### src/pkg/ess_params.svh
// Purpose: constants of the engine start sequencer
// Assumes: 10 MHz system clock, APB register access
// Notes: offsets are byte addresses on the APB
`ifndef ESS_PARAMS_SVH
`define ESS_PARAMS_SVH

// Timing
`define ESS_CLK_PERIOD_NS 100
`define ESS_SECOND_NS 1000000000
`define ESS_TICK_CYCLES (`ESS_SECOND_NS / `ESS_CLK_PERIOD_NS)
`define ESS_TICK_CNT_MAX 24'hffffff
`define ESS_POWERUP_HOLD_S 16'h0001
`define ESS_SEC_MAX 6'h3b
`define ESS_MIN_MAX 6'h3b
`define ESS_HOUR_MAX 5'h17
`define ESS_WDAY_MAX 3'h6
`define ESS_MONTH_MAX 4'hc

// Register offsets
`define ESS_CTRL_OFS 8'h00
`define ESS_START_DLY_OFS 8'h04
`define ESS_PRESTART_DLY_OFS 8'h08
`define ESS_ECU_WAIT_OFS 8'h0c
`define ESS_CRANK_TIME_OFS 8'h10
`define ESS_STATUS_OFS 8'h14
`define ESS_TIME_OFS 8'h18
`define ESS_DATE_OFS 8'h1c

// Field positions
`define ESS_CTRL_ECU_BIT 0
`define ESS_STAT_STATE_LSB 0
`define ESS_STAT_SEL_LSB 4
`define ESS_STAT_SHUT_BIT 8
`define ESS_STAT_KEY_LSB 12
`define ESS_TIME_SEC_LSB 0
`define ESS_TIME_MIN_LSB 8
`define ESS_TIME_HOUR_LSB 16
`define ESS_TIME_WDAY_LSB 24
`define ESS_DATE_DAY_LSB 0
`define ESS_DATE_MON_LSB 8
`define ESS_DATE_YEAR_LSB 16

// Reset values
`define ESS_START_DLY_RST 16'h000a
`define ESS_PRESTART_DLY_RST 16'h0005
`define ESS_ECU_WAIT_RST 16'h000a
`define ESS_CRANK_TIME_RST 16'h000f
`define ESS_YEAR_RST 16'h07d0
`define ESS_DAY_RST 5'h01
`define ESS_MONTH_RST 4'h1

`endif

### src/pkg/ess_pkg.sv
// Purpose: types of the engine start sequencer
// Assumes: nothing beyond SystemVerilog packages
// Notes: constants live in ess_params.svh
package ess_pkg;

    typedef enum logic [1:0] {
        ESS_KEY_OFF,
        ESS_KEY_AUTO,
        ESS_KEY_MANUAL_POSITION
    } ess_key_type;

    typedef enum logic [2:0] {
        ESS_ST_NOT_READY,
        ESS_ST_PANEL_READY,
        ESS_ST_START_DELAY,
        ESS_ST_PRESTART,
        ESS_ST_ELECTRONICS_WARMUP,
        ESS_ST_CRANK_ON,
        ESS_ST_HANDOFF
    } ess_state_type;

    typedef enum logic [3:0] {
        ESS_SEL_OFF,
        ESS_SEL_AUTO,
        ESS_SEL_MANUAL,
        ESS_SEL_START_DELAY,
        ESS_SEL_STOP_DELAY,
        ESS_SEL_PRESSURE,
        ESS_SEL_LEVEL,
        ESS_SEL_FLOAT,
        ESS_SEL_REMOTE,
        ESS_SEL_CLOCK
    } ess_sel_type;

    typedef struct packed {
        logic pressure;
        logic level;
        logic float_sw;
        logic remote_supervisory_start;
        logic clock_sched;
    } ess_start_req_type;

    typedef struct packed {
        logic [15:0] year;
        logic [3:0] month;
        logic [4:0] day;
        logic [2:0] weekday;
        logic [4:0] hours;
        logic [5:0] minutes;
        logic [5:0] seconds;
    } ess_datetime_type;

    typedef struct packed {
        logic ecu_engine;
        logic [15:0] start_dly;
        logic [15:0] prestart_dly;
        logic [15:0] ecu_wait;
        logic [15:0] crank_time;
    } ess_config_type;

    typedef struct packed {
        logic [23:0] cnt;
        logic tick;
    } ess_tick_state_type;

    typedef struct packed {
        ess_state_type state;
        logic [15:0] sec_cnt;
        logic pwr_done;
        logic shut;
        logic prestart;
        logic crank;
        ess_sel_type sel;
        ess_config_type cfg;
        ess_datetime_type dt;
        logic [31:0] prdata;
        logic pslverr;
    } ess_seq_state_type;

endpackage

### src/design/ess_sec_tick.sv
// Purpose: one-second tick from the system clock
// Assumes: TICK_CYCLES clock cycles per second
// Notes: tick_o is a one-cycle pulse from a flop
`timescale 1ns/1ns
`default_nettype none
`include "ess_params.svh"

module ess_sec_tick
    import ess_pkg::*;
#(
    parameter int unsigned TICK_CYCLES = `ESS_TICK_CYCLES
) (
    // Clock and reset
    input wire logic clk_i,
    input wire logic reset_i,
    // Tick
    output logic tick_o
);

    localparam logic [23:0] LAST = 24'(TICK_CYCLES - 1);

    if (TICK_CYCLES < 2 || TICK_CYCLES > 24'hffffff) begin : g_bad
        $error("TICK_CYCLES out of range");
    end

    ess_tick_state_type s_q;
    ess_tick_state_type s_d;

    always_comb begin
        s_d = s_q;
        s_d.tick = 1'b0;
        if (s_q.cnt == LAST) begin
            s_d.cnt = '0;
            s_d.tick = 1'b1;
        end else begin
            s_d.cnt = s_q.cnt + 24'h000001;
        end
    end

    always_ff @(posedge clk_i) begin
        if (reset_i) begin
            s_q <= '0;
        end else begin
            s_q <= s_d;
        end
    end

    assign tick_o = s_q.tick;

    a_tick_period: assert property (@(posedge clk_i) disable iff (reset_i)
        s_q.tick |-> s_q.cnt == 24'h000000 && $past(s_q.cnt) == LAST)
        else $error("tick not at counter wrap");

endmodule
`default_nettype wire

### src/design/ess_sequencer.sv
// Purpose: automatic start front end of an engine controller
// Assumes: synchronous inputs, APB slave with no wait states
// Notes: later engine states are handled downstream of handoff
`timescale 1ns/1ns
`default_nettype none
`include "ess_params.svh"

module ess_sequencer
    import ess_pkg::*;
#(
    parameter int unsigned TICK_CYCLES = `ESS_TICK_CYCLES
) (
    // Clock and reset
    input wire logic clk_i,
    input wire logic reset_i,
    // APB slave
    input wire logic psel_i,
    input wire logic penable_i,
    input wire logic pwrite_i,
    input wire logic [7:0] paddr_i,
    input wire logic [31:0] pwdata_i,
    output logic [31:0] prdata_o,
    output logic pready_o,
    output logic pslverr_o,
    // Panel and engine inputs
    input wire ess_key_type key_i,
    input wire logic shutdown_i,
    input wire ess_start_req_type start_req_i,
    input wire logic engine_running_i,
    // Drives
    output logic prestart_o,
    output logic crank_o,
    output logic handoff_o,
    // Display
    output logic [2:0] state_code_o,
    output ess_sel_type key_position_field_o,
    output ess_datetime_type datetime_o
);

    ess_seq_state_type s_q;
    ess_seq_state_type s_d;
    logic tick;
    logic start_any;
    logic setup;
    logic access;

    // Leap year test
    function automatic logic is_leap(input logic [15:0] y);
        is_leap = (y % 16'h0004 == 16'h0000) &&
                  ((y % 16'h0064 != 16'h0000) ||
                   (y % 16'h0190 == 16'h0000));
    endfunction

    // Days in a month
    function automatic logic [4:0] month_days(input logic [3:0] m,
                                              input logic [15:0] y);
        case (m)
            4'h2: month_days = is_leap(y) ? 5'h1d : 5'h1c;
            4'h4, 4'h6, 4'h9, 4'hb: month_days = 5'h1e;
            default: month_days = 5'h1f;
        endcase
    endfunction

    // One second forward on the calendar
    function automatic ess_datetime_type dt_advance(
        input ess_datetime_type t
    );
        ess_datetime_type r;
        r = t;
        if (t.seconds < `ESS_SEC_MAX) begin
            r.seconds = t.seconds + 6'h01;
        end else begin
            r.seconds = '0;
            if (t.minutes < `ESS_MIN_MAX) begin
                r.minutes = t.minutes + 6'h01;
            end else begin
                r.minutes = '0;
                if (t.hours < `ESS_HOUR_MAX) begin
                    r.hours = t.hours + 5'h01;
                end else begin
                    r.hours = '0;
                    r.weekday = (t.weekday < `ESS_WDAY_MAX) ?
                                t.weekday + 3'h1 : 3'h0;
                    if (t.day < month_days(t.month, t.year)) begin
                        r.day = t.day + 5'h01;
                    end else begin
                        r.day = 5'h01;
                        if (t.month < `ESS_MONTH_MAX) begin
                            r.month = t.month + 4'h1;
                        end else begin
                            r.month = 4'h1;
                            r.year = t.year + 16'h0001;
                        end
                    end
                end
            end
        end
        return r;
    endfunction

    ess_sec_tick #(
        .TICK_CYCLES(TICK_CYCLES)
    ) u_tick (
        .clk_i(clk_i),
        .reset_i(reset_i),
        .tick_o(tick)
    );

    assign start_any = |start_req_i;
    assign setup = psel_i && !penable_i;
    assign access = psel_i && penable_i;

    always_comb begin
        s_d = s_q;

        if (tick && s_q.sec_cnt != 16'hffff) begin
            s_d.sec_cnt = s_q.sec_cnt + 16'h0001;
        end

        if (tick) begin
            s_d.dt = dt_advance(s_q.dt);
        end

        // Shutdown latch, a new event beats the key clear
        if (key_i == ESS_KEY_OFF) begin
            s_d.shut = 1'b0;
        end
        if (shutdown_i) begin
            s_d.shut = 1'b1;
        end

        case (s_q.state)
            ESS_ST_NOT_READY: begin
                if (!s_q.pwr_done) begin
                    if (s_q.sec_cnt >= `ESS_POWERUP_HOLD_S) begin
                        s_d.pwr_done = 1'b1;
                    end
                end else if (key_i != ESS_KEY_OFF && !s_q.shut) begin
                    s_d.state = ESS_ST_PANEL_READY;
                end
            end
            ESS_ST_PANEL_READY: begin
                if (key_i == ESS_KEY_AUTO && start_any) begin
                    s_d.state = ESS_ST_START_DELAY;
                end
            end
            ESS_ST_START_DELAY: begin
                if (!start_any || key_i != ESS_KEY_AUTO) begin
                    s_d.state = ESS_ST_PANEL_READY;
                end else if (s_q.sec_cnt >= s_q.cfg.start_dly) begin
                    s_d.state = ESS_ST_PRESTART;
                end
            end
            ESS_ST_PRESTART: begin
                if (s_q.sec_cnt >= s_q.cfg.prestart_dly) begin
                    s_d.state = s_q.cfg.ecu_engine ?
                                ESS_ST_ELECTRONICS_WARMUP :
                                ESS_ST_CRANK_ON;
                end
            end
            ESS_ST_ELECTRONICS_WARMUP: begin
                if (s_q.sec_cnt >= s_q.cfg.ecu_wait) begin
                    s_d.state = ESS_ST_CRANK_ON;
                end
            end
            ESS_ST_CRANK_ON: begin
                if (engine_running_i ||
                    s_q.sec_cnt >= s_q.cfg.crank_time) begin
                    s_d.state = ESS_ST_HANDOFF;
                end
            end
            ESS_ST_HANDOFF: begin
                s_d.state = ESS_ST_HANDOFF;
            end
            default: begin
                s_d.state = ESS_ST_NOT_READY;
            end
        endcase

        // key off or shutdown forces not-ready
        if (key_i == ESS_KEY_OFF || s_q.shut || shutdown_i) begin
            s_d.state = ESS_ST_NOT_READY;
        end

        if (s_d.state != s_q.state) begin
            s_d.sec_cnt = '0;
        end

        s_d.prestart = (s_d.state == ESS_ST_PRESTART);
        s_d.crank = (s_d.state == ESS_ST_CRANK_ON);

        if (start_any && key_i != ESS_KEY_OFF) begin
            if (s_q.state == ESS_ST_START_DELAY) begin
                s_d.sel = ESS_SEL_START_DELAY;
            end else if (start_req_i.pressure) begin
                s_d.sel = ESS_SEL_PRESSURE;
            end else if (start_req_i.level) begin
                s_d.sel = ESS_SEL_LEVEL;
            end else if (start_req_i.float_sw) begin
                s_d.sel = ESS_SEL_FLOAT;
            end else if (start_req_i.remote_supervisory_start) begin
                s_d.sel = ESS_SEL_REMOTE;
            end else begin
                s_d.sel = ESS_SEL_CLOCK;
            end
        end else begin
            case (key_i)
                ESS_KEY_AUTO: s_d.sel = ESS_SEL_AUTO;
                ESS_KEY_MANUAL_POSITION: s_d.sel = ESS_SEL_MANUAL;
                default: s_d.sel = ESS_SEL_OFF;
            endcase
        end

        // Read data and decode error prepared in setup
        if (setup) begin
            s_d.pslverr = 1'b0;
            s_d.prdata = '0;
            case (paddr_i)
                `ESS_CTRL_OFS:
                    s_d.prdata[`ESS_CTRL_ECU_BIT] = s_q.cfg.ecu_engine;
                `ESS_START_DLY_OFS:
                    s_d.prdata[15:0] = s_q.cfg.start_dly;
                `ESS_PRESTART_DLY_OFS:
                    s_d.prdata[15:0] = s_q.cfg.prestart_dly;
                `ESS_ECU_WAIT_OFS:
                    s_d.prdata[15:0] = s_q.cfg.ecu_wait;
                `ESS_CRANK_TIME_OFS:
                    s_d.prdata[15:0] = s_q.cfg.crank_time;
                `ESS_STATUS_OFS: begin
                    s_d.prdata[`ESS_STAT_STATE_LSB +: 3] = s_q.state;
                    s_d.prdata[`ESS_STAT_SEL_LSB +: 4] = s_q.sel;
                    s_d.prdata[`ESS_STAT_SHUT_BIT] = s_q.shut;
                    s_d.prdata[`ESS_STAT_KEY_LSB +: 2] = key_i;
                end
                `ESS_TIME_OFS: begin
                    s_d.prdata[`ESS_TIME_SEC_LSB +: 6] = s_q.dt.seconds;
                    s_d.prdata[`ESS_TIME_MIN_LSB +: 6] = s_q.dt.minutes;
                    s_d.prdata[`ESS_TIME_HOUR_LSB +: 5] = s_q.dt.hours;
                    s_d.prdata[`ESS_TIME_WDAY_LSB +: 3] = s_q.dt.weekday;
                end
                `ESS_DATE_OFS: begin
                    s_d.prdata[`ESS_DATE_DAY_LSB +: 5] = s_q.dt.day;
                    s_d.prdata[`ESS_DATE_MON_LSB +: 4] = s_q.dt.month;
                    s_d.prdata[`ESS_DATE_YEAR_LSB +: 16] = s_q.dt.year;
                end
                default: s_d.pslverr = 1'b1;
            endcase
        end

        // Writes take effect in the access cycle
        if (access && pwrite_i) begin
            case (paddr_i)
                `ESS_CTRL_OFS:
                    s_d.cfg.ecu_engine = pwdata_i[`ESS_CTRL_ECU_BIT];
                `ESS_START_DLY_OFS:
                    s_d.cfg.start_dly = pwdata_i[15:0];
                `ESS_PRESTART_DLY_OFS:
                    s_d.cfg.prestart_dly = pwdata_i[15:0];
                `ESS_ECU_WAIT_OFS:
                    s_d.cfg.ecu_wait = pwdata_i[15:0];
                `ESS_CRANK_TIME_OFS:
                    s_d.cfg.crank_time = pwdata_i[15:0];
                `ESS_TIME_OFS: begin
                    s_d.dt.seconds = pwdata_i[`ESS_TIME_SEC_LSB +: 6];
                    s_d.dt.minutes = pwdata_i[`ESS_TIME_MIN_LSB +: 6];
                    s_d.dt.hours = pwdata_i[`ESS_TIME_HOUR_LSB +: 5];
                    s_d.dt.weekday = pwdata_i[`ESS_TIME_WDAY_LSB +: 3];
                end
                `ESS_DATE_OFS: begin
                    s_d.dt.day = pwdata_i[`ESS_DATE_DAY_LSB +: 5];
                    s_d.dt.month = pwdata_i[`ESS_DATE_MON_LSB +: 4];
                    s_d.dt.year = pwdata_i[`ESS_DATE_YEAR_LSB +: 16];
                end
                default: begin
                    s_d.cfg = s_q.cfg;
                end
            endcase
        end
    end

    always_ff @(posedge clk_i) begin
        if (reset_i) begin
            s_q <= '0;
            s_q.state <= ESS_ST_NOT_READY;
            s_q.sel <= ESS_SEL_OFF;
            s_q.cfg.start_dly <= `ESS_START_DLY_RST;
            s_q.cfg.prestart_dly <= `ESS_PRESTART_DLY_RST;
            s_q.cfg.ecu_wait <= `ESS_ECU_WAIT_RST;
            s_q.cfg.crank_time <= `ESS_CRANK_TIME_RST;
            s_q.dt.year <= `ESS_YEAR_RST;
            s_q.dt.month <= `ESS_MONTH_RST;
            s_q.dt.day <= `ESS_DAY_RST;
        end else begin
            s_q <= s_d;
        end
    end

    assign prdata_o = s_q.prdata;
    assign pready_o = 1'b1;
    assign pslverr_o = access && s_q.pslverr;
    assign prestart_o = s_q.prestart;
    assign crank_o = s_q.crank;
    assign handoff_o = (s_q.state == ESS_ST_HANDOFF);
    assign state_code_o = s_q.state;
    assign key_position_field_o = s_q.sel;
    assign datetime_o = s_q.dt;

    a_off_holds_idle: assert property (@(posedge clk_i) disable iff (reset_i)
        (key_i == ESS_KEY_OFF)[*2] |-> s_q.state == ESS_ST_NOT_READY)
        else $error("sequence running with key off");

    a_powerup_not_ready: assert property (@(posedge clk_i)
        disable iff (reset_i)
        !s_q.pwr_done |-> s_q.state == ESS_ST_NOT_READY)
        else $error("left not-ready during power-up hold");

    a_ready_entry: assert property (@(posedge clk_i) disable iff (reset_i)
        s_q.state == ESS_ST_NOT_READY && s_q.pwr_done &&
        key_i == ESS_KEY_AUTO && !s_q.shut && !shutdown_i
        |=> s_q.state == ESS_ST_PANEL_READY)
        else $error("panel-ready not entered");

    a_delay_entry: assert property (@(posedge clk_i) disable iff (reset_i)
        s_q.state == ESS_ST_PANEL_READY && key_i == ESS_KEY_AUTO &&
        start_any && !shutdown_i
        |=> s_q.state == ESS_ST_START_DELAY && s_q.sec_cnt == 16'h0000)
        else $error("start-delay not entered");

    a_delay_held: assert property (@(posedge clk_i) disable iff (reset_i)
        $rose(s_q.state == ESS_ST_PRESTART) |->
        $past(start_any) &&
        $past(s_q.sec_cnt) >= $past(s_q.cfg.start_dly))
        else $error("prestart without held request");

    a_prestart_drive: assert property (@(posedge clk_i)
        disable iff (reset_i)
        $rose(prestart_o) |-> $past(s_q.state) == ESS_ST_START_DELAY &&
        s_q.state == ESS_ST_PRESTART)
        else $error("prestart drive out of step");

    a_warmup_entry: assert property (@(posedge clk_i) disable iff (reset_i)
        $rose(s_q.state == ESS_ST_ELECTRONICS_WARMUP) |->
        $past(s_q.state) == ESS_ST_PRESTART && s_q.cfg.ecu_engine)
        else $error("warm-up wait without electronic engine");

    a_crank_drive: assert property (@(posedge clk_i) disable iff (reset_i)
        crank_o == (s_q.state == ESS_ST_CRANK_ON) &&
        prestart_o == (s_q.state == ESS_ST_PRESTART))
        else $error("crank drive differs from state");

    a_sel_key: assert property (@(posedge clk_i) disable iff (reset_i)
        !start_any && key_i == ESS_KEY_MANUAL_POSITION
        |=> key_position_field_o == ESS_SEL_MANUAL)
        else $error("key field not manual");

    a_sel_delay: assert property (@(posedge clk_i) disable iff (reset_i)
        start_any && key_i == ESS_KEY_AUTO &&
        s_q.state == ESS_ST_START_DELAY
        |=> key_position_field_o == ESS_SEL_START_DELAY)
        else $error("key field not start-delay");

    a_second_roll: assert property (@(posedge clk_i) disable iff (reset_i)
        tick && s_q.dt.seconds == `ESS_SEC_MAX && !access
        |=> s_q.dt.seconds == 6'h00)
        else $error("seconds did not roll over");

    a_timer_restart: assert property (@(posedge clk_i)
        disable iff (reset_i)
        $changed(s_q.state) |-> s_q.sec_cnt == 16'h0000)
        else $error("timer not restarted on entry");

    a_off_drops_drives: assert property (@(posedge clk_i)
        disable iff (reset_i)
        key_i == ESS_KEY_OFF |=> !prestart_o && !crank_o &&
        s_q.state == ESS_ST_NOT_READY)
        else $error("drives on after key off");

endmodule
`default_nettype wire

### config.mk
export PLATFORM = sky130hd
export DESIGN_NAME = ess_sequencer
export DESIGN_NICKNAME = d
export VERILOG_FILES = /design/src/pkg/ess_pkg.sv /design/src/design/ess_sec_tick.sv /design/src/design/ess_sequencer.sv
export VERILOG_INCLUDE_DIRS = /design/src /design/src/pkg
export SDC_FILE = /design/constraint.sdc
export NUM_CORES = 1
export LEC_CHECK = 0
export ABC_CLOCK_PERIOD_IN_PS = 17400
export BUFFER_PORTS_ARGS = -buffer_cell sky130_fd_sc_hd__buf_2
export CORE_ASPECT_RATIO = 1.75
export CORE_MARGIN = 5
export CORE_UTILIZATION = 39
export CTS_CLUSTER_DIAMETER = 60
export DETAILED_ROUTE_END_ITERATION = 8
export SKIP_LAST_GASP = 1
export SLEW_MARGIN = 20
export SYNTH_ARGS = -nofsm -noshare
export SYNTH_HDL_FRONTEND = slang
export SYNTH_SLANG_ARGS = --single-unit
### constraint.sdc
create_clock -name clk_i -period 17.4 [get_ports clk_i]
set_clock_uncertainty 0.1 [all_clocks]
set_input_delay 1.74 -clock clk_i [delete_from_list [all_inputs] [get_ports clk_i]]
set_output_delay 1.74 -clock clk_i [all_outputs]
set_load 0.02 [all_outputs]
==> run_results.csv, run 1 <==
group,metric,value,unit
run_status,outcome,"finished, final reports clean",
synth,synth_nets,1877,
setup_path,crit_arrival,8330,ps
timing,hold_violations,0,
hold_path,holdCritPathClass,"register to register",
clocking,clk-insertion-delay-late,450,ps
timing,timing.final.crit_share,0.463,
timing,rsz0062_at_grt,"false",
clocking,post-cts-setup-buffers,0,
setup_path,worstReg2RegEnd,"datetime_o[27]",
timing,fin_ws,9340,ps
floorplanning,coreArea,0.0342,mm2
placed_design,dp_hpwl,32800,um
detailed_routing,drt_iter0_markers,863,
hold_path,holdPathStages,2,
detailed_routing,drcViolationCount,0,
floorplanning,io_pins,143,
power,p_int,0.000724,W
setup_path,required,17660,ps
timing,min_period,8060,ps
detailed_routing,wl_per_cell,20.0,um
synth,yosys_warnings,0,
power,p_seq_frac,0.483,
layout,drive_gt1_frac,0.147,
clocking,cts.path.max_buffers,2,
floorplanning,start_util,0.393,
floorplanning,die_area,0.0384,mm2
global_route,grt_pass1_wl,68600,um
detailed_routing,ant_nets,0,
synth,muxShareOfSynthArea,0.0171,
power,comb_power_share,0.050,
clocking,clkSinkCount,195,
global_route,grt_pass1_vias,12201,
clocking,cts_root_buffer,"clkbuf_16",
synth,postSynthCellCount,1743,
layout,final_common_cell,"nand2_1",
power,irDropWorstVdd,0.0672,mV
global_route,grt_use_total,0.227,
layout,area_growth,7.78,%
timing,setup_viol,0,
setup_path,r2r_cells,22,
setup_path,reg2reg_from,"datetime_o[44]",
synth,avgSynthCellArea,7.71,um2
synth,synth_edf_count,0,
placed_design,dpl_worst_slack,9400,ps
timing,relSlewSlack,0.249,
synth,ys_types,101,
synth,netlist_top_cells_area,"dfxtp_1, ha_1, nand2_1, buf_4, a21oi_1",
detailed_routing,totalWireLength,44100,um
clocking,tritoncts,"yes",
detailed_routing,drtPass1Iterations,5,
global_route,antenna_found_initial,0,
setup_path,regToRegSetupSlack,9340,ps
setup_path,start_kind,"register",
synth,yosysTopAreaCellShare,0.290,
synth,ys_ff_latch,195,
timing,slew_violations,0,
setup_path,worstSetupPathType,"register to register",
clocking,postCtsHoldBufs,0,
clocking,htreeDepth,4,
timing,tightest_slew,1130,ps
power,sw_frac_of_total,0.229,
floorplanning,chipHeight,256,um
clocking,cts_resized,0,
floorplanning,rows,90,
timing,setup_tns,0,ps
synth,synth_top_family_by_area,"compound AO/OA/AOI/OAI gates",
global_route,grt_max_degree,88,
layout,num_antenna_cells,0,
synth,synth_compound_area_frac,0.240,
synth,synth_xor_area_frac,0.0396,
hold_path,hp-start,"prdata_o[30]",
clocking,path_clk_slew,70,ps
synth,ys_seq_area_frac,0.290,
power,power_frac_clock,0.467,
layout,fill_cells,3587,
timing,max_freq,124,MHz
detailed_routing,vias,12632,
clocking,cts_buffers,17,
setup_path,critical_path_peak_fanout,30,
power,switching_power,0.000215,W
layout,nets,1868,
floorplanning,dieWidth,150,um
synth,synthSimpleGateAreaFrac,0.233,
layout,final_cell_mix,"nand2_1, dfxtp_1, nor2_1, buf_2, a21oi_1",
power,leakage,5.82,nW
synth,synthFlopType,"dfxtp_1",
hold_path,whs_endpoint,"prdata_o[30]",
placed_design,gp_congestion,0.900,
detailed_routing,via_per_inst,5.72,
synth,synth_adder_area_share,0.0745,
global_route,grt-ovfl-total,0,
synth,async_flop_share,0,
flow_run,drv_cap,0,
synth,synth_area_leader_cell,"dfxtp_1",
setup_path,end_kind,"register",
synth,synth_area,0.0134,mm2
placed_design,port_buffers,141,
power,p_per_area,64.8,mW/mm2
-- worst max-delay path by stage --
stage | cells after the start | to | startpoint
2_1_floorplan | 24 | datetime_o[27] | datetime_o[40]
3_3_place_gp | 22 | datetime_o[27] | datetime_o[44]
3_5_place_dp | 22 | datetime_o[27] | datetime_o[44]
4_1_cts | 22 | datetime_o[27] | datetime_o[44]
5_1_grt | 22 | datetime_o[27] | datetime_o[44]
6_report | 22 | datetime_o[27] | datetime_o[44]
-- through the flow --
stage	instances	total power [W]	util	hold WS (ps)	instance area, um2
global route	2207	0.000968	0.423	368	14500
floorplan	1743	0.000491	-	332	13400
detailed placement	2175	0.000511	0.404	351	13800
CTS	2207	0.000947	0.423	360	14500
finish	2207	0.000939	0.423	359	14500
global placement	2175	0.000511	0.404	339	13800
-- synth_stat cells, types with 18 or more instances --
| master | number |
|---|---|
| nand2_1 | 214 |
| dfxtp_1 | 195 |
| nor2_1 | 150 |
| a21oi_1 | 114 |
| inv_1 | 91 |
| buf_4 | 90 |
| ha_1 | 80 |
| clkbuf_1 | 75 |
| nor3_1 | 70 |
| nand3_1 | 66 |
| a21o_1 | 56 |
| o21ai_0 | 46 |
| a22oi_1 | 36 |
| a211oi_1 | 32 |
| xor2_1 | 30 |
| xnor2_1 | 27 |
| nand4_1 | 21 |
| o211ai_1 | 20 |
| a221oi_1 | 18 |
| or3_1 | 18 |
-- area by class of cell --
type / count / area [um2] / share of cell area
clock buffer: 24 / 502 / 0.0346
sequential: 195 / 3900 / 0.269
tap: 460 / 576 / 0.0397
multi-input combinational: 1272 / 8200 / 0.566
clock inverter: 8 / 146 / 0.0101
timing repair buffer: 156 / 821 / 0.0566
inverter: 92 / 345 / 0.0238
-- kinds of logic (layout without fill, tap and decap cells) --
kind of cell               after synthesis  count (layout)
other                                    1               1
AOI/OAI and AO/OA                      454             454
muxes                                   20              20
buffers and inverters                  276             280
DFF                                    195             195
and+or+nand+nor                        658             658
adders and majority gates               80              80
xor gates and xnor gates                59              59
-- state kept, by name (all words and copies together) (netlist names) --
name / count
s_q: 84
key_position_field_o: 4
prestart_o: 1
datetime_o: 45
prdata_o: 32
u_tick.s_q: 24
crank_o: 1
u_tick.tick_o: 1
state_code_o: 3
-- power by group through the flow --
stage / Sequential [W] / Combinational (W) / Clock (W)
final: 0.000453 / 0.0000470 / 0.000438
after global routing: 0.000454 / 0.0000513 / 0.000463
after CTS: 0.000453 / 0.0000474 / 0.000446
after detailed placement: 0.000464 / 0.0000472 / 0
after global placement: 0.000464 / 0.0000468 / 0
after floorplan: 0.000462 / 0.0000287 / 0
-- critical path, stage by stage (launching register included) --
cell,delay [ps]
dfxtp_1,920
nor2b_1,420
o31ai_2,160
a21oi_2,490
nand2_2,190
o211a_2,350
a211oi_4,320
mux2i_1,660
o2111ai_1,280
and2_4,270
o2111ai_1,230
nand4_1,420
or3_1,490
a211o_1,360
a41oi_2,300
o22ai_1,140
nor3_1,360
nand3b_1,160
o2111ai_1,130
o31ai_2,280
nand2b_1,250
or3b_1,420
a311oi_1,250
-- layer usage --
layer	GRT usage	wire (um)	part of all wire
met1	0.243	16400	0.37
met2	0.424	23800	0.54
met3	0.0305	1820	0.041
met4	0.112	2100	0.048
met5	0	0	0
Power figures use the tool's default switching activity.
==> run 2: changes to the inputs <==
--- a/config.mk
+++ b/config.mk
@@ -6,7 +6,8 @@
 export SDC_FILE = /design/constraint.sdc
 export NUM_CORES = 1
 export LEC_CHECK = 0
-export ABC_CLOCK_PERIOD_IN_PS = 17400
+export ABC_AREA = 1
+export ABC_CLOCK_PERIOD_IN_PS = 7700
 export BUFFER_PORTS_ARGS = -buffer_cell sky130_fd_sc_hd__buf_2
 export CORE_ASPECT_RATIO = 1.75
 export CORE_MARGIN = 5
==> constraint.sdc (replaced) <==
create_clock -name clk_i -period 7.7 [get_ports clk_i]
set_clock_uncertainty 0.1 [all_clocks]
set_input_delay 0.77 -clock clk_i [delete_from_list [all_inputs] [get_ports clk_i]]
set_output_delay 0.77 -clock clk_i [all_outputs]
set_load 0.02 [all_outputs]
==> run_results.csv, run 2 <==
group,metric,value,unit
placed_design,gp_congestion,0.926,
synth,avgSynthCellArea,6.89,um2
hold_path,whs_endpoint,"s_q[150]",
placed_design,port_buffers,141,
timing,rsz0062_at_grt,"false",
layout,fin_util,0.424,
setup_path,start_kind,"register",
timing,min_period,5980,ps
synth,synth_area,0.0132,mm2
layout,fin_area,0.0143,mm2
layout,num_antenna_cells,0,
layout,area_growth,7.75,%
layout,fill_cells,3625,
timing,tightest_slew,1150,ps
synth,synth_xor_area_frac,0.0146,
placed_design,placed_area,0.0137,mm2
detailed_routing,vias,12864,
synth,netlist_top_cells_area,"dfxtp_1, nand2_1, inv_1, ha_1, a21oi_1",
timing,setup_viol,0,
layout,largest_reg_flops,84,
global_route,grt_pass1_wl,68100,um
synth,ys_types,55,
detailed_routing,drt_iter0_markers,660,
floorplanning,chipHeight,254,um
setup_path,worstReg2RegEnd,"datetime_o[34]",
clocking,cts_root_buffer,"clkbuf_16",
global_route,grt_use_total,0.232,
clocking,clkSinkCount,195,
clocking,cts.path.max_buffers,2,
placed_design,dp_cells,2382,
floorplanning,io_pins,143,
global_route,grt_max_degree,96,
floorplanning,start_util,0.393,
timing,hold_violations,0,
hold_path,hp-start,"s_q[150]",
layout,regMostFlops,"s_q",
clocking,tritoncts,"yes",
detailed_routing,via_per_inst,5.33,
hold_path,holdPathStages,2,
synth,synth_compound_area_frac,0.192,
global_route,antenna_found_initial,0,
hold_path,holdCritPathClass,"register to register",
synth,synth_nets,2055,
layout,nets,2080,
synth,synth_top_family_by_area,"simple AND/OR/NAND/NOR gates",
synth,async_flop_share,0,
run_status,outcome,"finished, final reports clean",
setup_path,reg2reg_from,"datetime_o[43]",
synth,yosys-top-cells-count,"nand2_1, inv_1, dfxtp_1",
floorplanning,rows,89,
detailed_routing,wl_per_cell,18.3,um
synth,synth.most_common_cell,"nand2_1",
synth,yosysTopAreaCellShare,0.295,
detailed_routing,drcViolationCount,0,
synth,ys_ff_latch,195,
timing,timing.final.crit_share,0.777,
synth,muxShareOfSynthArea,0,
synth,postSynthCellCount,1921,
layout,final-instance-count-excl-fill,2413,
clocking,postCtsHoldBufs,0,
global_route,grt_pass1_vias,12714,
detailed_routing,drtPass1Iterations,6,
setup_path,critical_path_peak_fanout,25,
clocking,htreeDepth,4,
power,p_per_area,146,mW/mm2
layout,final_cell_mix,"nand2_1, inv_1, dfxtp_1, nor2_1, a21oi_1",
synth,synth_adder_area_share,0.0757,
placed_design,dp_hpwl,35000,um
clocking,path_clk_slew,70,ps
setup_path,path_common_cell,"nand2_1",
power,leakage,6.41,nW
setup_path,end_kind,"register",
timing,slew_violations,0,
clocking,cts_buffers,17,
detailed_routing,ant_nets,0,
timing,relSlewSlack,0.233,
synth,synthFlopType,"dfxtp_1",
clocking,clk-insertion-delay-late,470,ps
power,irDropWorstVdd,0.172,mV
setup_path,r2r_cells,51,
floorplanning,coreArea,0.0336,mm2
floorplanning,dieWidth,149,um
timing,max_freq,167,MHz
layout,final_common_cell,"nand2_1",
flow_run,drv_cap,0,
setup_path,regToRegSetupSlack,1720,ps
clocking,post-cts-setup-buffers,0,
synth,yosys_warnings,0,
synth,synth_edf_count,0,
clocking,cts_resized,0,
timing,whs,353,ps
synth,synthSimpleGateAreaFrac,0.272,
global_route,grt-ovfl-total,0,
synth,synth_area_leader_cell,"dfxtp_1",
floorplanning,die_area,0.0379,mm2
synth,ys_seq_area_frac,0.295,
timing,setup_tns,0,ps
setup_path,crit_slowest_cell,"dfxtp_1",
layout,drive_gt1_frac,0.147,
detailed_routing,totalWireLength,44200,um
setup_path,max_stage_delay,600,ps
setup_path,worstSetupPathType,"register to register",
setup_path,crit_arrival,6250,ps
setup_path,required,7970,ps
[run 2: cell count changes in the layout (fill, tap and decap cells not counted), sizes merged, moves of 29 or more]
cell    delta
nand2    +141
nand3     +39
a211oi    -29
a22oi     -36
o21ai    +101
a21oi     +44
a21o      -51
inv      +203
[run 2: routing by layer]
| layer | global-route usage | vias to the layer above | share of wire | routed length, um |
|---|---|---|---|---|
| li1 | - | 6354 | - | - |
| met1 | 0.223 | 5983 | 0.35 | 15300 |
| met2 | 0.429 | 368 | 0.52 | 23100 |
| met3 | 0.0344 | 159 | 0.040 | 1770 |
| met4 | 0.193 | 0 | 0.091 | 4040 |
| met5 | 0 | - | 0 | 0 |
[run 2: worst max-delay path, delay by kind of cell (launching register included)]
kind	cells	cell delay [ps]
AND/OR/NAND/NOR	43	4180
AO/OA/AOI/OAI	4	680
flip-flops	1	600
buffers and inverters	4	350
[run 2: kinds of logic (layout without fill, tap and decap cells)]
logic type,Yosys count,in the layout
DFF,195,195
buffers and inverters,436,473
adders and majority gates,80,80
xor gates and xnor gates,22,22
AOI/OAI and AO/OA,439,439
and+or+nand+nor,748,748
other,1,1
[run 2: cell type report]
cell class | count | area [um2] | area share
Sequential cell | 195 | 3900 | 0.274
Tap cell | 455 | 569 | 0.0399
Multi-Input combinational cell | 1290 | 7340 | 0.515
Clock buffer | 17 | 425 | 0.0298
Timing Repair Buffer | 149 | 766 | 0.0537
Clock inverter | 14 | 144 | 0.0101
Inverter | 293 | 1100 | 0.0773
[run 2: report_power, final]
part           total (W)  leakage, nW  internal, W  switching, W
logic           0.000144         4.56    0.0000450     0.0000985
registers        0.00103         1.58      0.00102    0.00000971
clock network   0.000908        0.268     0.000455      0.000453
[run 2: per-stage QoR]
| step | total power, W | setup slack [ps] |
|---|---|---|
| floorplan | 0.00115 | 2840 |
| global placement | 0.00119 | 1930 |
| detailed placement | 0.00120 | 1780 |
| global route | 0.00215 | 998 |
| finish | 0.00208 | 1720 |
| CTS | 0.00209 | 1750 |
[run 2: worst max-delay path by stage]
stage	from	endpoint	slack (ps)	cells after the start
finish	datetime_o[43]	datetime_o[34]	1720	51
global route	datetime_o[43]	datetime_o[31]	1000	51
detailed placement	datetime_o[43]	datetime_o[31]	1780	51
CTS	datetime_o[43]	datetime_o[34]	1750	51
global placement	datetime_o[43]	datetime_o[31]	1930	55
floorplan	datetime_o[44]	datetime_o[40]	2840	55
